**config.mk**
```make
export PLATFORM = sky130hd
export DESIGN_NAME = pwe_host
export DESIGN_NICKNAME = d
export VERILOG_FILES = /design/src/pwe_pkg.sv /design/src/pwe_stream_if.sv /design/src/pwe_fifo.sv /design/src/pwe_host.sv
export VERILOG_INCLUDE_DIRS = /design/src
export SDC_FILE = /design/constraint.sdc
export NUM_CORES = 1
export LEC_CHECK = 0
export BUFFER_PORTS_ARGS = -buffer_cell sky130_fd_sc_hd__buf_2
export CAP_MARGIN = 25
export CORE_MARGIN = 4
export CORE_UTILIZATION = 35
export DETAILED_ROUTE_END_ITERATION = 6
export GPL_ROUTABILITY_DRIVEN = 0
export GPL_TIMING_DRIVEN = 0
export HOLD_SLACK_MARGIN = 0.15
export PLACE_DENSITY = 0.58
export RECOVER_POWER = 25
export REMOVE_ABC_BUFFERS = 1
export SKIP_CTS_REPAIR_TIMING = 1
export SYNTH_ARGS = -nofsm -noshare
export SYNTH_HDL_FRONTEND = slang
export SYNTH_SLANG_ARGS = --single-unit
```
**constraint.sdc**
```tcl
create_clock -name core_clk -period 2.8 [get_ports core_clk]
set_input_delay 0.28 -clock core_clk [delete_from_list [all_inputs] [get_ports core_clk]]
set_output_delay 0.28 -clock core_clk [all_outputs]
set_load 0.005 [all_outputs]
```
**src/pwe_consts.svh**
```systemverilog
// Constants for the page-write memory host controller.
`ifndef PWE_CONSTS_SVH
`define PWE_CONSTS_SVH
`define PWE_CLK_MHZ 200
`define PWE_BYTE_WINDOW_US 100
`define PWE_BYTE_WINDOW_CYC ((`PWE_BYTE_WINDOW_US * `PWE_CLK_MHZ) / 2)
`define PWE_WRITE_MS 5
`define PWE_WRITE_CYC (`PWE_WRITE_MS * 1000 * `PWE_CLK_MHZ)
`define PWE_LOCKOUT_US 300
`define PWE_LOCKOUT_CYC (`PWE_LOCKOUT_US * `PWE_CLK_MHZ)
`define PWE_STROBE_CYC 8
`define PWE_POLL_LIMIT 16'hFFFF
`define PWE_PAGE_LSB 7
`define PWE_CMD_A0 18'h0_5555
`define PWE_CMD_A1 18'h0_2AAA
`define PWE_CMD_D0 8'hAA
`define PWE_CMD_D1 8'h55
`define PWE_CMD_DW 8'hA0
`define PWE_CMD_DE 8'h80
`define PWE_CMD_DC 8'h10
`endif

```
**src/pwe_pkg.sv**
```systemverilog
// Types shared by the page-write memory host controller.
package pwe_pkg;
	typedef enum logic [1:0] {
		PWE_OP_READ,
		PWE_OP_WRITE,
		PWE_OP_ERASE
	} pwe_op_t;
	typedef enum {
		PWE_IDLE,
		PWE_CMD,
		PWE_PAGE,
		PWE_GAP,
		PWE_READ,
		PWE_SETTLE,
		PWE_POLL,
		PWE_POLLGAP
	} pwe_state_t;
endpackage

```
**src/pwe_stream_if.sv**
```systemverilog
// Valid-ready byte stream between the controller and its data FIFO.
`timescale 1ns/1ps
interface pwe_stream_if #(
	parameter int WIDTH = 8
);
	logic valid;
	logic ready;
	logic [WIDTH-1:0] data;
	modport source (output valid, output data, input ready);
	modport sink (input valid, input data, output ready);
endinterface

```
**src/pwe_fifo.sv**
```systemverilog
// Parameterised synchronous FIFO with valid and ready on both sides.
`timescale 1ns/1ps
module pwe_fifo #(
	parameter int WIDTH = 8,
	parameter int DEPTH = 16
) (
	input wire logic clk,
	input wire logic rst,
	pwe_stream_if.sink inSide,
	pwe_stream_if.source outSide
);
	localparam int AW = $clog2(DEPTH);
	logic [WIDTH-1:0] mem [DEPTH];
	logic [AW-1:0] wrPtr_q;
	logic [AW-1:0] rdPtr_q;
	logic [AW:0] count_q;
	logic push;
	logic pop;

	assign inSide.ready = (count_q != (AW+1)'(DEPTH));
	assign outSide.valid = (count_q != '0);
	assign outSide.data = mem[rdPtr_q];
	assign push = inSide.valid && inSide.ready;
	assign pop = outSide.valid && outSide.ready;

	always_ff @(posedge clk) begin
		if (push) begin
			mem[wrPtr_q] <= inSide.data;
		end
	end

	always_ff @(posedge clk) begin
		if (rst) begin
			wrPtr_q <= '0;
			rdPtr_q <= '0;
			count_q <= '0;
		end else begin
			if (push) begin
				wrPtr_q <= (wrPtr_q == AW'(DEPTH - 1)) ? '0 : wrPtr_q + 1'b1;
			end
			if (pop) begin
				rdPtr_q <= (rdPtr_q == AW'(DEPTH - 1)) ? '0 : rdPtr_q + 1'b1;
			end
			count_q <= count_q + (AW+1)'(push) - (AW+1)'(pop);
		end
	end
endmodule

```
**src/pwe_host.sv**
```systemverilog
// Host controller that reads, page-writes and chip-erases the page-write memory.
`timescale 1ns/1ps
`include "pwe_consts.svh"
module pwe_host
	import pwe_pkg::*;
#(
	parameter int ADDR_W = 18,
	parameter int PAGE_BYTES = 128,
	parameter int FIFO_DEPTH = 16,
	parameter int STROBE_CYC = `PWE_STROBE_CYC,
	parameter int BYTE_WINDOW_CYC = `PWE_BYTE_WINDOW_CYC,
	parameter int WRITE_CYC = `PWE_WRITE_CYC,
	parameter int LOCKOUT_CYC = `PWE_LOCKOUT_CYC,
	parameter logic [ADDR_W-1:0] CMD_A0 = `PWE_CMD_A0,
	parameter logic [ADDR_W-1:0] CMD_A1 = `PWE_CMD_A1,
	parameter logic [7:0] CMD_D0 = `PWE_CMD_D0,
	parameter logic [7:0] CMD_D1 = `PWE_CMD_D1,
	parameter logic [7:0] CMD_DW = `PWE_CMD_DW,
	parameter logic [7:0] CMD_DE = `PWE_CMD_DE,
	parameter logic [7:0] CMD_DC = `PWE_CMD_DC
) (
	input wire logic core_clk,
	input wire logic reset,
	input wire logic reqValid,
	output logic reqReady,
	input wire logic [1:0] reqOp,
	input wire logic [ADDR_W-1:0] reqAddr,
	input wire logic [7:0] reqCount,
	input wire logic wrValid,
	output logic wrReady,
	input wire logic [7:0] wrData,
	output logic rdValid,
	output logic [7:0] rdData,
	output logic opDone,
	output logic opTimeout,
	output logic memAddr,
	output logic [ADDR_W-1:0] memAddrBus,
	output logic chipSel_n,
	output logic outGate_n,
	output logic wrStrobe_n,
	output logic [7:0] dataOut,
	output logic dataOe_n,
	input wire logic [7:0] dataIn
);
	localparam int TW = $clog2(WRITE_CYC + LOCKOUT_CYC + 2);

	pwe_stream_if #(.WIDTH(8)) fillSide ();
	pwe_stream_if #(.WIDTH(8)) drainSide ();

	// Buffering decouples the user stream from strobe timing; drain stalls during strobes.
	pwe_fifo #(.WIDTH(8), .DEPTH(FIFO_DEPTH)) dataFifo (
		.clk(core_clk),
		.rst(reset),
		.inSide(fillSide),
		.outSide(drainSide)
	);
	assign fillSide.valid = wrValid;
	assign fillSide.data = wrData;
	assign wrReady = fillSide.ready;

	pwe_state_t state_q;
	pwe_op_t op_q;
	logic [ADDR_W-1:0] addr_q;
	logic [7:0] left_q;
	logic [2:0] cmdIdx_q;
	logic [2:0] cmdLen_q;
	logic [7:0] lastData_q;
	logic [TW-1:0] timer_q;
	logic [15:0] polls_q;
	logic prevToggle_q;
	logic firstPoll_q;
	logic [7:0] strobeCnt_q;
	logic drainPop;
	logic [ADDR_W-1:0] cmdAddr;
	logic [7:0] cmdData;

	// ----------------------------------------------------------------
	// Command sequence table
	// ----------------------------------------------------------------
	always_comb begin
		cmdAddr = CMD_A0;
		cmdData = CMD_D0;
		unique case (cmdIdx_q)
			3'd1, 3'd4: begin
				cmdAddr = CMD_A1;
				cmdData = CMD_D1;
			end
			3'd2: cmdData = (op_q == PWE_OP_ERASE) ? CMD_DE : CMD_DW;
			3'd5: cmdData = CMD_DC;
			default: begin
				cmdAddr = CMD_A0;
				cmdData = CMD_D0;
			end
		endcase
	end

	assign drainPop = (state_q == PWE_PAGE) && (strobeCnt_q == 8'd0) && drainSide.valid;
	assign drainSide.ready = drainPop;

	// ----------------------------------------------------------------
	// Sequencer
	// ----------------------------------------------------------------
	always_ff @(posedge core_clk) begin
		if (reset) begin
			state_q <= PWE_IDLE;
			op_q <= PWE_OP_READ;
			addr_q <= '0;
			left_q <= '0;
			cmdIdx_q <= '0;
			cmdLen_q <= '0;
			lastData_q <= '0;
			timer_q <= '0;
			polls_q <= '0;
			prevToggle_q <= 1'b0;
			firstPoll_q <= 1'b0;
			strobeCnt_q <= '0;
			reqReady <= 1'b0;
			rdValid <= 1'b0;
			rdData <= '0;
			opDone <= 1'b0;
			opTimeout <= 1'b0;
			memAddr <= 1'b0;
			memAddrBus <= '0;
			chipSel_n <= 1'b1;
			outGate_n <= 1'b1;
			wrStrobe_n <= 1'b1;
			dataOut <= '0;
			dataOe_n <= 1'b1;
		end else begin
			rdValid <= 1'b0;
			opDone <= 1'b0;
			opTimeout <= 1'b0;
			reqReady <= (state_q == PWE_IDLE) && !reqReady;
			memAddr <= (state_q != PWE_IDLE);
			unique case (state_q)
				PWE_IDLE: begin
					chipSel_n <= 1'b1;
					outGate_n <= 1'b1;
					wrStrobe_n <= 1'b1;
					dataOe_n <= 1'b1;
					if (reqValid && reqReady) begin
						reqReady <= 1'b0;
						op_q <= pwe_op_t'(reqOp);
						addr_q <= reqAddr;
						// Zero or oversize counts are clamped to one full page.
						left_q <= (reqCount == 8'd0 || reqCount > 8'(PAGE_BYTES)) ?
							8'(PAGE_BYTES) : reqCount;
						cmdIdx_q <= '0;
						cmdLen_q <= (reqOp == 2'(PWE_OP_ERASE)) ? 3'd6 : 3'd3;
						strobeCnt_q <= '0;
						if (reqOp == 2'(PWE_OP_READ)) begin
							state_q <= PWE_READ;
						end else begin
							state_q <= PWE_CMD;
						end
					end
				end
				PWE_CMD: begin
					// Address settles with strobes high, then strobe falls, then data is
					// held until the rising edge; this fixes the capture order.
					strobeCnt_q <= strobeCnt_q + 8'd1;
					if (strobeCnt_q == 8'd0) begin
						memAddrBus <= cmdAddr;
						dataOut <= cmdData;
						dataOe_n <= 1'b0;
						outGate_n <= 1'b1;
						chipSel_n <= 1'b0;
					end else if (strobeCnt_q == 8'd1) begin
						wrStrobe_n <= 1'b0;
					end else if (strobeCnt_q == 8'(STROBE_CYC)) begin
						wrStrobe_n <= 1'b1;
					end else if (strobeCnt_q == 8'(STROBE_CYC + 1)) begin
						strobeCnt_q <= '0;
						cmdIdx_q <= cmdIdx_q + 3'd1;
						if (cmdIdx_q == cmdLen_q - 3'd1) begin
							timer_q <= '0;
							if (op_q == PWE_OP_ERASE) begin
								firstPoll_q <= 1'b1;
								state_q <= PWE_SETTLE;
							end else begin
								state_q <= PWE_PAGE;
							end
						end
					end
				end
				PWE_PAGE: begin
					if (strobeCnt_q == 8'd0) begin
						timer_q <= timer_q + TW'(1);
						if (drainPop) begin
							// Page bits come from the start address; only the column steps.
							memAddrBus <= addr_q;
							dataOut <= drainSide.data;
							lastData_q <= drainSide.data;
							dataOe_n <= 1'b0;
							strobeCnt_q <= 8'd1;
							timer_q <= '0;
						end else if (timer_q >= TW'(BYTE_WINDOW_CYC)) begin
							// Starved source: stop short so the byte window is never missed.
							left_q <= '0;
							state_q <= PWE_GAP;
						end
					end else begin
						strobeCnt_q <= strobeCnt_q + 8'd1;
						if (strobeCnt_q == 8'd1) begin
							wrStrobe_n <= 1'b0;
						end else if (strobeCnt_q == 8'(STROBE_CYC)) begin
							wrStrobe_n <= 1'b1;
						end else if (strobeCnt_q == 8'(STROBE_CYC + 1)) begin
							strobeCnt_q <= '0;
							timer_q <= '0;
							left_q <= left_q - 8'd1;
							if (left_q == 8'd1) begin
								state_q <= PWE_GAP;
							end else begin
								addr_q <= {addr_q[ADDR_W-1:`PWE_PAGE_LSB],
									addr_q[`PWE_PAGE_LSB-1:0] + 7'd1};
							end
						end
					end
				end
				PWE_GAP: begin
					// Strobes idle high; memory's page-load timeout starts its write.
					chipSel_n <= 1'b1;
					dataOe_n <= 1'b1;
					timer_q <= '0;
					firstPoll_q <= 1'b1;
					polls_q <= '0;
					state_q <= PWE_SETTLE;
				end
				PWE_READ: begin
					strobeCnt_q <= strobeCnt_q + 8'd1;
					if (strobeCnt_q == 8'd0) begin
						memAddrBus <= addr_q;
						dataOe_n <= 1'b1;
						chipSel_n <= 1'b0;
						outGate_n <= 1'b0;
					end else if (strobeCnt_q == 8'(STROBE_CYC)) begin
						rdData <= dataIn;
						rdValid <= 1'b1;
						chipSel_n <= 1'b1;
						outGate_n <= 1'b1;
						opDone <= 1'b1;
						state_q <= PWE_IDLE;
					end
				end
				PWE_SETTLE: begin
					state_q <= PWE_POLL;
					strobeCnt_q <= '0;
				end
				PWE_POLL: begin
					strobeCnt_q <= strobeCnt_q + 8'd1;
					timer_q <= timer_q + TW'(1);
					if (strobeCnt_q == 8'd0) begin
						dataOe_n <= 1'b1;
						chipSel_n <= 1'b0;
						outGate_n <= 1'b0;
					end else if (strobeCnt_q == 8'(STROBE_CYC)) begin
						chipSel_n <= 1'b1;
						outGate_n <= 1'b1;
						prevToggle_q <= dataIn[6];
						firstPoll_q <= 1'b0;
						polls_q <= polls_q + 16'd1;
						strobeCnt_q <= '0;
						state_q <= PWE_POLLGAP;
						// Toggle stops and, for writes, bit 7 shows the true value.
						if (!firstPoll_q && (dataIn[6] == prevToggle_q) &&
							(op_q == PWE_OP_ERASE || dataIn[7] == lastData_q[7])) begin
							opDone <= 1'b1;
							state_q <= PWE_IDLE;
						end else if (timer_q >= TW'(WRITE_CYC + LOCKOUT_CYC) ||
							polls_q == `PWE_POLL_LIMIT) begin
							// Covers a lockout after a refused write as well as a hang.
							opTimeout <= 1'b1;
							state_q <= PWE_IDLE;
						end
					end
				end
				PWE_POLLGAP: begin
					timer_q <= timer_q + TW'(1);
					strobeCnt_q <= strobeCnt_q + 8'd1;
					if (strobeCnt_q == 8'(STROBE_CYC)) begin
						strobeCnt_q <= '0;
						state_q <= PWE_POLL;
					end
				end
			endcase
		end
	end
endmodule

```
Word level (Yosys, flattened, before mapping)
Memories as Yosys holds them, arrays and structs flattened. A register that Yosys moved wholly into a read port is not among the register bits.
Cells that the tools add are included.
{"block": "op_classes", "addsub": 11, "magnitude_cmp": 3, "n_eq_ne": 57, "n_mux": 118, "bitwise_logic": 5, "n_reduce_logical": 58}
{"operator": "$mux W32", "count": 18}
{"operator": "$pmux W32 S8", "count": 1}
{"operator": "$mux W21", "count": 10}
{"operator": "$eq A32 B3 Y1 const B", "count": 5}
{"operator": "$mux W8", "count": 20}
{"operator": "$mux W18", "count": 5}
{"operator": "$pmux W21 S4", "count": 1}
{"operator": "$eq A32 B2 Y1 const B", "count": 2}
{"operator": "$logic_not A32 Y1", "count": 2}
{"operator": "$pmux W8 S7", "count": 1}
{"operator": "$pmux W18 S3", "count": 1}
{"operator": "$ne A2 B2 Y1 const B", "count": 21}
{"operator": "$pmux W18 S2", "count": 1}
{"operator": "$mux W7", "count": 5}
{"operator": "$eq A32 B1 Y1 const B", "count": 1}
{"operator": "$mux W16", "count": 2}
{"operator": "$pmux W16 S2", "count": 1}
{"operator": "$pmux W8 S2", "count": 2}
{"operator": "$reduce_bool A32 Y1", "count": 1}
{"operator": "$mux W3", "count": 10}
{"operator": "$reduce_and A3 Y1", "count": 9}
{"operator": "$mux W1", "count": 26}
{"operator": "$pmux W8 S3", "count": 1}
{"operator": "$add A21 B1 Y21 const B", "count": 1}
{"operator": "other kinds (54)", "count": 105}
{"block": "totals", "register_bits": 177, "ramBits": 128, "in_bits": 48, "out_inout_bits": 44, "wordCells": 281, "memories": 1}
{"memory": "dataFifo.mem", "depth": 16, "word_bits": 8, "rd": 1, "rd_clocked_by_memory_dff": 1, "wr": 1, "line_no": "pwe_fifo.sv:13", "source": "logic [WIDTH-1:0] mem [DEPTH];"}

Logic depth before layout (Yosys ltp)
Gate-level depths: netlist (run 1).
{"block": "logic_depth", "word_depth": 8, "mapped_depth": 16, "mapped_depth_nobuf": 15}

Cells and area by module
A second synthesis (run 1) with hierarchy kept.
{"block": "unflattened", "hier_cells": 1103, "area_unflattened_um2": 12199.2}
{"mod": "pwe_host", "instances": 1, "cells_per_inst": 798, "area_each_um2": 6381.1, "seq_area_each_um2": 2562.5}
{"mod": "pwe_fifo", "instances": 1, "cells_per_inst": 305, "area_each_um2": 5818.1, "seq_area_each_um2": 4184.0}

Worst setup path after synthesis (run 1)
Ideal clock, no wire load.
{"block": "synth_timing", "path_kind": "register to register", "start": "register dataFifo.count_q[3]", "end": "register dataFifo.count_q[4]", "setup_ps": 70, "t_arrival_ps": 2763, "required_ps": 2730, "slack_ps": -33, "stages_incl_launch_ff": 17, "n_path_buf": 1, "period_less_slack_ps": 2833, "path_cell_list": "dfxtp_1 > inv_1 > ha_1 > or4b_2 > clkbuf_1 > nand2_1 > nor2_1 > ha_1 > inv_1 > ha_1 > inv_1 > fa_1 > inv_1 > a21oi_1 > nor2_1 > or3_1 > a21oi_1"}
{"block": "synth_between", "elab_chain_len": 4, "word_cells_on_any_way": 7, "cone_classes": "2 x add/sub; 1 x eq/ne; 4 x reduce/logical"}
{"element": "start, declared", "line_no": "pwe_fifo.sv:16", "source": "logic [AW:0] count_q;"}
{"element": "start signal, assigned", "line_no": "pwe_fifo.sv:44", "source": "count_q <= count_q + (AW+1)'(push) - (AW+1)'(pop);"}
{"element": "$ne A5 B5 Y1 or $reduce_bool A5 Y1 (tied branches)", "line_no": "pwe_fifo.sv:20, pwe_fifo.sv:21"}
{"element": "$logic_and A1 B1 Y1 (on tied branches)", "line_no": "pwe_fifo.sv:23, pwe_host.sv:97"}
{"element": "$add A5 B1 Y5 or $logic_and A1 B1 Y1 (tied branches)", "line_no": "pwe_fifo.sv:44, pwe_fifo.sv:24"}
{"element": "$sub A5 B1 Y5 *", "line_no": "pwe_fifo.sv:44"}
Every way passes the cells marked *; elsewhere a longest branch is shown, timed or not.
A chain may end at the register's enable or synchronous reset.

Worst setup path after layout (run 1)
{"block": "layout_timing", "start": "register dataFifo.count_q[2]", "end": "register dataFifo.count_q[4]"}
The elaborated chain is that of the path after synthesis.

==> impl_metrics.env, run 1 <==
export IMPL_drt_wl_total_mm=29.2
export IMPL_p_total_mw=11.3
export IMPL_wl_per_cell_um=16.9
export IMPL_clockBufferDepth=3
export IMPL_synth_top_area_frac=0.315
export IMPL_internal_power_mw=7.96
export IMPL_finalHoldViolCount=0
export IMPL_boundaryPins=92
export IMPL_synth_edff_count=128
export IMPL_period_needed_ns=2.83
export IMPL_clockPowerShare=0.373
export IMPL_cp_start_kind="flip-flop"
export IMPL_clock_latency_ns=0.56
export IMPL_min_path_type="primary input to flip-flop"
export IMPL_grt_ovfl_total=0
export IMPL_power_density_nw_per_um2=767
export IMPL_cts_tree="built"
export IMPL_endpoint_kind="flip-flop"
export IMPL_cpPeakStageDelay_ns=0.54
export IMPL_grt_max_degree=63
export IMPL_placed_cell_area_um2=13100
export IMPL_vias_per_cell=5.25
export IMPL_layout_drive_gt1_share=0.183
export IMPL_drt_pass1_iterations=5
export IMPL_cp_required_ns=3.29
export IMPL_synth_top_area_cell="edfxtp_1"
export IMPL_cts_root_buf="clkbuf_16"
export IMPL_finalInstanceArea_um2=14700
export IMPL_track_usage=0.146
export IMPL_worstPathCellList="inv_1, ha_1, or4b_4, nand2_4, nor2_2, ha_1, inv_1, ha_1, inv_1, fa_2, inv_1, a21oi_2, nor2_2, or3_1, a21oi_1"
export IMPL_antenna_found_initial=1
export IMPL_dieWidth_um=195
export IMPL_critPathKind="flip-flop to flip-flop"
export IMPL_relSlewSlack=0.406
export IMPL_seq_area_frac_synth=0.553
export IMPL_syn_to_final_growth_pct=20.7
export IMPL_drcViolationCount=0
export IMPL_vias=9080
export IMPL_drt_iter0_drc=661
export IMPL_seqPwrFrac=0.421
export IMPL_p_sw_frac=0.295
export IMPL_clock_sinks=273
export IMPL_synth_flop_cell="dfxtp_1"
export IMPL_switchingPower_mw=3.34
export IMPL_peakVddDrop_mv=0.510
export IMPL_synth_distinct_cells=70
export IMPL_coreArea_um2=34500
export IMPL_die_h_um=195
export IMPL_yosysWarningCount=0
export IMPL_final_nets=1324
export IMPL_finalSetupViolations=1
export IMPL_dp_cells=1624
export IMPL_n_antenna_cell=0
export IMPL_rsz0062_at_grt="true"
export IMPL_synthCells=1133
export IMPL_grt_pass1_wl_mm=46.1
export IMPL_synth_avg_cell_area_um2=10.8
export IMPL_die_area_um2=37900
export IMPL_yosys_top_cells_area="edfxtp_1 32%, dfxtp_1 24%, mux4_2 7.2%, a21oi_1 4.3%, nand2_1 3.8%"
export IMPL_pwr_share_comb=0.206
export IMPL_worst_slack_ns=-0.0275
export IMPL_maxCapViolations=0
export IMPL_rows=68
export IMPL_worst_endpoint_arrival_ns=3.32
export IMPL_synth_async_reset_ratio=0
export IMPL_cp_slowest_cell="or4b_4"
export IMPL_io_buffers=91
export IMPL_crit_path_frequent_cell="inv_1"
export IMPL_hpwl_mm=19.5
export IMPL_worst_slew_pin_slew_ns=0.882
export IMPL_fin_cells=1728
export IMPL_synth_seq_cells=273
export IMPL_violations="setup timing"
export IMPL_worst_clock_skew_ns=0.0105
export IMPL_run_status="finished with violations"
export IMPL_start_util=0.354
export IMPL_post_route_period_util=1.01
export IMPL_maxSlewViolCount=0
export IMPL_first_global_vias=8467
export IMPL_route_antenna_remaining_nets=0
export IMPL_p_leak_nw=5.25
export IMPL_fmax_mhz=354
export IMPL_cts_made_buffers=30
export IMPL_clk_pin_slew_worst_paths_ns=0.06
export IMPL_synth_area_um2=12200
export IMPL_path_max_fanout=6
export IMPL_cts_htree_levels=1
-- layout make-up --
type                            count  area (um^2)
Tap cell                          455          569
Timing Repair Buffer              149         1040
Multi-Input combinational cell    765         5180
Clock buffer                       34          786
Sequential cell                   273         6760
Clock inverter                     21          275
Inverter                           31          116
Fill cell                        3251        19700
-- sequential cells by signal, indices dropped and copies added, names as in the netlist, 2 cells and up, named ones only --
name,flops
dataFifo.mem,128
timer_q,21
addr_q,18
memAddrBus,18
polls_q,16
dataOut,8
left_q,8
rdData,8
strobeCnt_q,8
dataFifo.count_q,5
dataFifo.rdPtr_q,4
dataFifo.wrPtr_q,4
cmdIdx_q,3
cmdLen_q,3
state_q,3
op_q,2
-- Yosys cell counts (5+ instances only) --
| library cell | number |
|---|---|
| a211oi_1 | 12 |
| a21oi_1 | 105 |
| a31oi_1 | 19 |
| and2_1 | 5 |
| and3_1 | 14 |
| buf_1 | 9 |
| buf_2 | 6 |
| clkbuf_1 | 46 |
| dfxtp_1 | 145 |
| edfxtp_1 | 128 |
| ha_1 | 25 |
| inv_1 | 30 |
| mux2i_1 | 12 |
| mux4_2 | 39 |
| nand2_1 | 124 |
| nand2b_1 | 13 |
| nand3_1 | 39 |
| nand4_1 | 12 |
| nand4b_1 | 5 |
| nor2_1 | 105 |
| nor2b_1 | 14 |
| nor3_1 | 23 |
| nor4_1 | 8 |
| o21ai_0 | 51 |
| o21bai_1 | 15 |
| o31ai_1 | 7 |
| or3_1 | 13 |
| or4_1 | 6 |
| xnor2_1 | 11 |
| xor2_1 | 20 |
-- cell families after synthesis --
kind of cell             synth area share
adder cells (fa/ha/maj)            0.0281
XOR/XNOR                           0.0223
AND/OR/NAND/NOR                     0.156
buffers and inverters              0.0320
flip-flops                          0.553
AO/OA/AOI/OAI                       0.126
multiplexers                       0.0819
-- path summary, 6_finish.rpt --
check                           start                  end  slack, ns  cells past startpoint
setup / recovery  dataFifo.count_q[2]  dataFifo.count_q[4]      -0.03                     15
hold reg to reg            addr_q[11]           addr_q[11]       0.45                      2
hold / removal                wrValid  dataFifo.wrPtr_q[1]       0.12                      4
setup reg to reg  dataFifo.count_q[2]  dataFifo.count_q[4]      -0.03                     15
-- per-stage QoR --
| stage | hold slack (ns) | utilization | setup TNS, ns | worst slack, ns |
|---|---|---|---|---|
| detailed placement | 0.446 | 0.379 | -23.87 | -0.806 |
| global route | 0.165 | 0.427 | -0.262 | -0.216 |
| global placement | 0.439 | 0.376 | -100.32 | -2.67 |
| floorplan | 0.347 | - | -7.35 | -0.810 |
| finish | 0.117 | 0.427 | -0.0275 | -0.0275 |
| CTS | -0.0671 | 0.410 | -23.79 | -0.823 |
-- layer usage --
metal	vias up	track usage	part of all wire
li1	4409	-	-
met2	200	0.243	0.49
met5	-	0	0
met4	0	0.0271	0.015
met1	4438	0.203	0.45
met3	33	0.0243	0.042
-- cells in the final DEF, fill, tap and decap left out, drive strengths merged, types with 8 or more instances in the layout --
| cell | synthesis | final |
|---|---|---|
| dfxtp | 145 | 145 |
| edfxtp | 128 | 128 |
| nand2 | 124 | 124 |
| a21oi | 105 | 105 |
| nor2 | 105 | 105 |
| buf | 18 | 102 |
| o21ai | 55 | 55 |
| clkbuf | 46 | 41 |
| dlygate4sd3 | 0 | 40 |
| mux4 | 39 | 39 |
| nand3 | 39 | 39 |
| inv | 30 | 32 |
| ha | 25 | 25 |
| nor3 | 23 | 23 |
| xor2 | 20 | 20 |
| a31oi | 19 | 19 |
| and3 | 16 | 16 |
| o21bai | 15 | 15 |
| or3 | 15 | 15 |
| nor2b | 14 | 14 |
| nand2b | 13 | 13 |
| a211oi | 13 | 13 |
| clkinv | 1 | 13 |
| nand4 | 12 | 12 |
| mux2i | 12 | 12 |
| xnor2 | 11 | 11 |
| nor4 | 8 | 8 |
-- critical path: cells and delay by family, from the launching register on --
family,cells,cell delay [ns]
DFF,1,0.31
and+or+nand+nor,5,1.11
buffers and inverters,4,0.26
adders and majority gates,4,0.82
AOI/OAI and AO/OA,2,0.26
-- power groups by stage --
stage               combinational (mW)  sequential [mW]  clock (mW)
finish                            2.33             4.75        4.22
floorplan                         1.34             4.78           0
global route                      2.58             4.79        4.49
detailed placement                2.10             4.84           0
CTS                               2.11             4.76        4.33
global placement                  2.04             4.84           0
(Power assumes the default switching activity.)
==> run 2: changes to the inputs <==
Settings changed: CORE_UTILIZATION 35 to 54, PLACE_DENSITY 0.58 to 0.81.
==> run 2 against run 1 <==
Compared with the run above: the flow still finishes with violations (setup timing); flip-flop and latch count did not move; highest routed layer unchanged; utilization rose by 22 points; sequential share of layout area rose by 1.4 points; largest power group unchanged; routed wire length fell by 3.6%; final area fell by 3.0%; total power fell by 5.4%; register-to-register slack got worse by 0.05 ns; die area fell by 34%.
==> impl_metrics.env, run 2 (same netlist as run 1, synthesis figures left out) <==
export IMPL_dp_cells=1450
export IMPL_boundaryPins=92
export IMPL_grt_ovfl_total=0
export IMPL_drt_iter0_drc=882
export IMPL_wl_per_cell_um=18.2
export IMPL_clk_pin_slew_worst_paths_ns=0.06
export IMPL_antenna_found_initial=0
export IMPL_p_leak_nw=5.15
export IMPL_layout_commonest_cell="dfxtp_1"
export IMPL_cts_made_buffers=29
export IMPL_worst_clock_skew_ns=0.0114
export IMPL_multiInputGateArea_um2=5160
export IMPL_worstPathCellList="or3_2, or4_4, nor2_2, ha_1, inv_1, ha_1, inv_1, fa_1, inv_1, a21oi_1, nor2_1, or3_1, a21oi_1"
export IMPL_p_sw_frac=0.294
export IMPL_final_cell_mix="137 x dfxtp_1, 128 x edfxtp_1, 122 x nand2_1"
export IMPL_grt_max_degree=96
export IMPL_hpwl_mm=17.8
export IMPL_pwr_share_comb=0.204
export IMPL_fmax_mhz=348
export IMPL_worst_slew_pin_slew_ns=1.14
export IMPL_grt_pass1_wl_mm=44.3
export IMPL_finalHoldViolCount=0
export IMPL_coreArea_um2=22000
export IMPL_maxCapViolations=0
export IMPL_cts_htree_levels=1
export IMPL_fin_setup_tns_ns=-0.0776
export IMPL_die_area_um2=25100
export IMPL_n_antenna_cell=0
export IMPL_register_area_um2=6760
export IMPL_maxSlewViolCount=0
export IMPL_finalSetupViolations=1
export IMPL_start_util=0.554
export IMPL_cts_tree="built"
export IMPL_rsz0062_at_grt="true"
export IMPL_reg_largest_list="dataFifo.mem (128), timer_q (21)"
export IMPL_dieWidth_um=158
export IMPL_worst_slack_ns=-0.0776
export IMPL_drt_pass1_iterations=5
export IMPL_seqPwrFrac=0.447
export IMPL_vias=9188
export IMPL_rows=54
export IMPL_route_antenna_remaining_nets=0
export IMPL_post_route_period_util=1.03
export IMPL_top_register="dataFifo.mem"
export IMPL_switchingPower_mw=3.14
export IMPL_io_buffers=91
export IMPL_clock_sinks=273
export IMPL_clockBufferDepth=3
export IMPL_cp_slowest_cell="or3_2"
export IMPL_worst_endpoint_arrival_ns=3.30
export IMPL_violations="setup timing"
export IMPL_relSlewSlack=0.233
export IMPL_critPathKind="flip-flop to flip-flop"
export IMPL_layout_drive_gt1_share=0.172
export IMPL_fin_cells=1542
export IMPL_syn_to_final_growth_pct=17.1
export IMPL_run_status="finished with violations"
export IMPL_hold_ws_ns=0.119
export IMPL_cts_root_buf="clkbuf_16"
export IMPL_drt_wl_total_mm=28.1
export IMPL_path_max_fanout=8
export IMPL_cp_required_ns=3.22
export IMPL_track_usage=0.218
export IMPL_nFillCells=1632
export IMPL_largest_reg_flops=128
export IMPL_clockPowerShare=0.349
export IMPL_die_h_um=158
export IMPL_peakVddDrop_mv=0.488
export IMPL_drcViolationCount=0
export IMPL_reg2reg_setup_slack_ns=-0.08
export IMPL_cpPeakStageDelay_ns=0.48
export IMPL_power_density_nw_per_um2=748
export IMPL_clock_latency_ns=0.55
export IMPL_internal_power_mw=7.55
export IMPL_first_global_vias=8556
export IMPL_period_needed_ns=2.88
export IMPL_cp_start_kind="flip-flop"
export IMPL_min_path_type="primary input to flip-flop"
export IMPL_endpoint_kind="flip-flop"
export IMPL_place_ws_ns=-0.779
export IMPL_final_nets=1314
export IMPL_vias_per_cell=5.96
export IMPL_crit_path_frequent_cell="inv_1"
==> run 2: changes by cell type in the layout (fill, tap and decap cells not counted), moves of 2 or more <==
cell           change
buf_4              -5
bufinv_16          -4
dlygate4sd3_1      -4
clkinv_2           -2
clkbuf_1           +5
clkbuf_8           +3
==> run 2: final timing paths <==
kind,cells past startpoint,from,endpoint
max,13,strobeCnt_q[2],dataFifo.count_q[4]
max reg2reg,13,strobeCnt_q[2],dataFifo.count_q[4]
min reg2reg,2,memAddrBus[16],memAddrBus[16]
min,5,reqAddr[3],addr_q[3]
==> run 2: critical path, delay by kind of cell, from the launching register on <==
family | cells | cell delay [ns]
simple gates | 5 | 1.28
buf+inv | 3 | 0.20
fa+ha+maj | 3 | 0.80
compound gates | 2 | 0.10
flops | 1 | 0.36
==> run 2: layout make-up <==
cell class	instances	area share
Clock buffer	40	0.0572
Clock inverter	13	0.00815
Inverter	31	0.00815
Multi-Input combinational cell	765	0.362
Sequential cell	273	0.473
Tap cell	280	0.0245
Timing Repair Buffer	140	0.0672
==> run 2: power by group through the flow <==
stage	combinational (mW)	clock, mW	sequential [mW]
after floorplan	1.34	0	4.78
after global placement	1.94	0	4.82
after detailed placement	2.03	0	4.83
after CTS	2.04	3.79	4.75
after global routing	2.44	3.95	4.81
final	2.18	3.73	4.77
==> run 2: per-stage QoR <==
step,cell area [um^2],power (mW),util
4_1_cts,13800,10.6,0.627
3_5_place_dp,12900,6.85,0.585
2_1_floorplan,11900,6.12,-
3_3_place_gp,12700,6.77,0.578
5_1_grt,14300,11.2,0.648
6_report,14300,10.7,0.648
==> run 2: metal layers <==
metal | share of wire | up-vias | GRT usage
met5 | 0 | - | 0
met4 | 0.038 | 0 | 0.0739
met3 | 0.055 | 74 | 0.0275
met2 | 0.49 | 334 | 0.371
met1 | 0.42 | 4411 | 0.291
li1 | - | 4369 | -
==> run 3: changes to the inputs <==
Settings changed: SKIP_LAST_GASP from default to 1.
==> run 3 against run 2 <==
Compared with the run above: worst setup slack got worse by 0.049 ns; die area unchanged; routed wire length is 0.27% lower; flip-flop and latch count is the same; critical path depth stayed put; non-clock buffer count unchanged; first-iteration DRC count rose by 3.6%; global-route usage did not move; cell count unchanged; via count increased by 0.57%; largest cell class unchanged; critical endpoint unchanged; the flow still finishes with violations (setup timing); sequential power about the same.
==> impl_metrics.env, run 3 (same netlist as run 1, synthesis figures left out) <==
export IMPL_grt_ovfl_total=0
export IMPL_layout_commonest_cell="dfxtp_1"
export IMPL_finalInstanceArea_um2=14300
export IMPL_clk_pin_slew_worst_paths_ns=0.06
export IMPL_finalSetupViolations=1
export IMPL_endpoint_kind="flip-flop"
export IMPL_cpPeakStageDelay_ns=0.46
export IMPL_drt_wl_total_mm=28.0
export IMPL_hold_path_depth=3
export IMPL_multiInputGateArea_um2=5150
export IMPL_p_leak_nw=5.14
export IMPL_grt_pass1_wl_mm=44.3
export IMPL_rsz0062_at_grt="true"
export IMPL_clock_sinks=273
export IMPL_worstPathCellList="or3_2, or4_4, nor2_2, ha_1, inv_1, ha_1, inv_1, fa_1, inv_1, a21oi_1, nor2_1, or3_1, a21oi_1"
export IMPL_cts_root_buf="clkbuf_16"
export IMPL_drt_pass1_iterations=5
export IMPL_cp_required_ns=3.22
export IMPL_min_path_type="primary input to flip-flop"
export IMPL_cp_depth=13
export IMPL_syn_to_final_growth_pct=17.0
export IMPL_worst_slew_pin_slew_ns=1.11
export IMPL_die_area_um2=25100
export IMPL_r2r_cells=13
export IMPL_start_util=0.554
export IMPL_fin_util=0.648
export IMPL_worst_clock_skew_ns=0.0120
export IMPL_vias=9240
export IMPL_highest_layer="met4"
export IMPL_fin_setup_tns_ns=-0.127
export IMPL_cts_tree="built"
export IMPL_cts_made_buffers=29
export IMPL_worst_endpoint_arrival_ns=3.35
export IMPL_cp_slowest_cell="or3_2"
export IMPL_rows=54
export IMPL_finalHoldViolCount=0
export IMPL_crit_path_frequent_cell="inv_1"
export IMPL_maxCapViolations=0
export IMPL_top_register="dataFifo.mem"
export IMPL_route_antenna_remaining_nets=0
export IMPL_first_global_vias=8556
export IMPL_worst_slack_ns=-0.127
export IMPL_n_antenna_cell=0
export IMPL_wl_per_cell_um=18.2
export IMPL_route_met2_wl_mm=13.7
export IMPL_critPathTopFamily="simple AND/OR/NAND/NOR gates"
export IMPL_largest_reg_flops=128
export IMPL_final_nets=1314
export IMPL_coreArea_um2=22000
export IMPL_io_buffers=91
export IMPL_path_buf_inv=3
export IMPL_run_status="finished with violations"
export IMPL_track_usage=0.218
export IMPL_layout_drive_gt1_share=0.169
export IMPL_vias_per_cell=5.99
export IMPL_nFillCells=1638
export IMPL_maxSlewViolCount=0
export IMPL_placed_cell_area_um2=12900
export IMPL_wl_met3_mm=1.63
export IMPL_path_max_fanout=11
export IMPL_antenna_found_initial=0
export IMPL_final_cell_mix="139 x dfxtp_1, 128 x edfxtp_1, 122 x nand2_1"
export IMPL_hold_ws_ns=0.120
export IMPL_fmax_mhz=342
export IMPL_peakVddDrop_mv=0.488
export IMPL_hpwl_mm=17.8
export IMPL_drt_iter0_drc=914
export IMPL_boundaryPins=92
export IMPL_violations="setup timing"
export IMPL_die_h_um=158
export IMPL_register_area_um2=6760
export IMPL_relSlewSlack=0.257
export IMPL_reg_largest_list="dataFifo.mem (128), timer_q (21)"
export IMPL_clock_latency_ns=0.55
export IMPL_wl_met1_mm=11.6
export IMPL_period_needed_ns=2.93
export IMPL_cp_start_kind="flip-flop"
export IMPL_place_ws_ns=-0.779
export IMPL_post_route_period_util=1.05
export IMPL_critPathKind="flip-flop to flip-flop"
export IMPL_cts_htree_levels=1
export IMPL_clockBufferDepth=3
export IMPL_grt_max_degree=96
export IMPL_power_density_nw_per_um2=749
export IMPL_dieWidth_um=158
export IMPL_drcViolationCount=0
## run 3: cell counts in the layout (fill, tap and decap cells not counted)
Identical to the previous run, type by type.
## run 3: tightest hold or removal path: stages
cell and delay (ns):
buf_2 0.09, a22oi_1 0.08, o31ai_1 0.18
## run 3: path summary, 6_finish.rpt
check / slack (ns) / to / from
max: -0.13 / dataFifo.count_q[4] / strobeCnt_q[7]
min: 0.12 / left_q[4] / reqCount[4]
max reg2reg: -0.13 / dataFifo.count_q[4] / strobeCnt_q[7]
min reg2reg: 0.46 / memAddrBus[14] / addr_q[14]
## run 3: per-layer routing
metal | up-vias | track usage
li1 | 4383 | -
met1 | 4434 | 0.291
met2 | 346 | 0.371
met3 | 77 | 0.0275
met4 | 0 | 0.0739
met5 | - | 0
## run 3: metrics by stage
step,instances,power [mW]
after floorplan,1069,6.12
after global placement,1440,6.77
after detailed placement,1450,6.85
after CTS,1503,10.6
after global routing,1542,11.2
final,1542,10.7
## run 3: layout make-up
cell class | instances | share of cell area
clock buffers | 40 | 0.0573
multi-input cells | 765 | 0.361
flip-flops and latches | 273 | 0.474
inverters | 31 | 0.00816
repair buffers | 140 | 0.0673
well taps | 280 | 0.0246
clock inverters | 13 | 0.00816
## run 3: where the power goes
part           switching (mW)  total [mW]  internal, mW
logic                    1.33        2.17         0.837
clock network            1.52        3.73          2.21
registers               0.283        4.78          4.49
total                    3.14        10.7          7.54
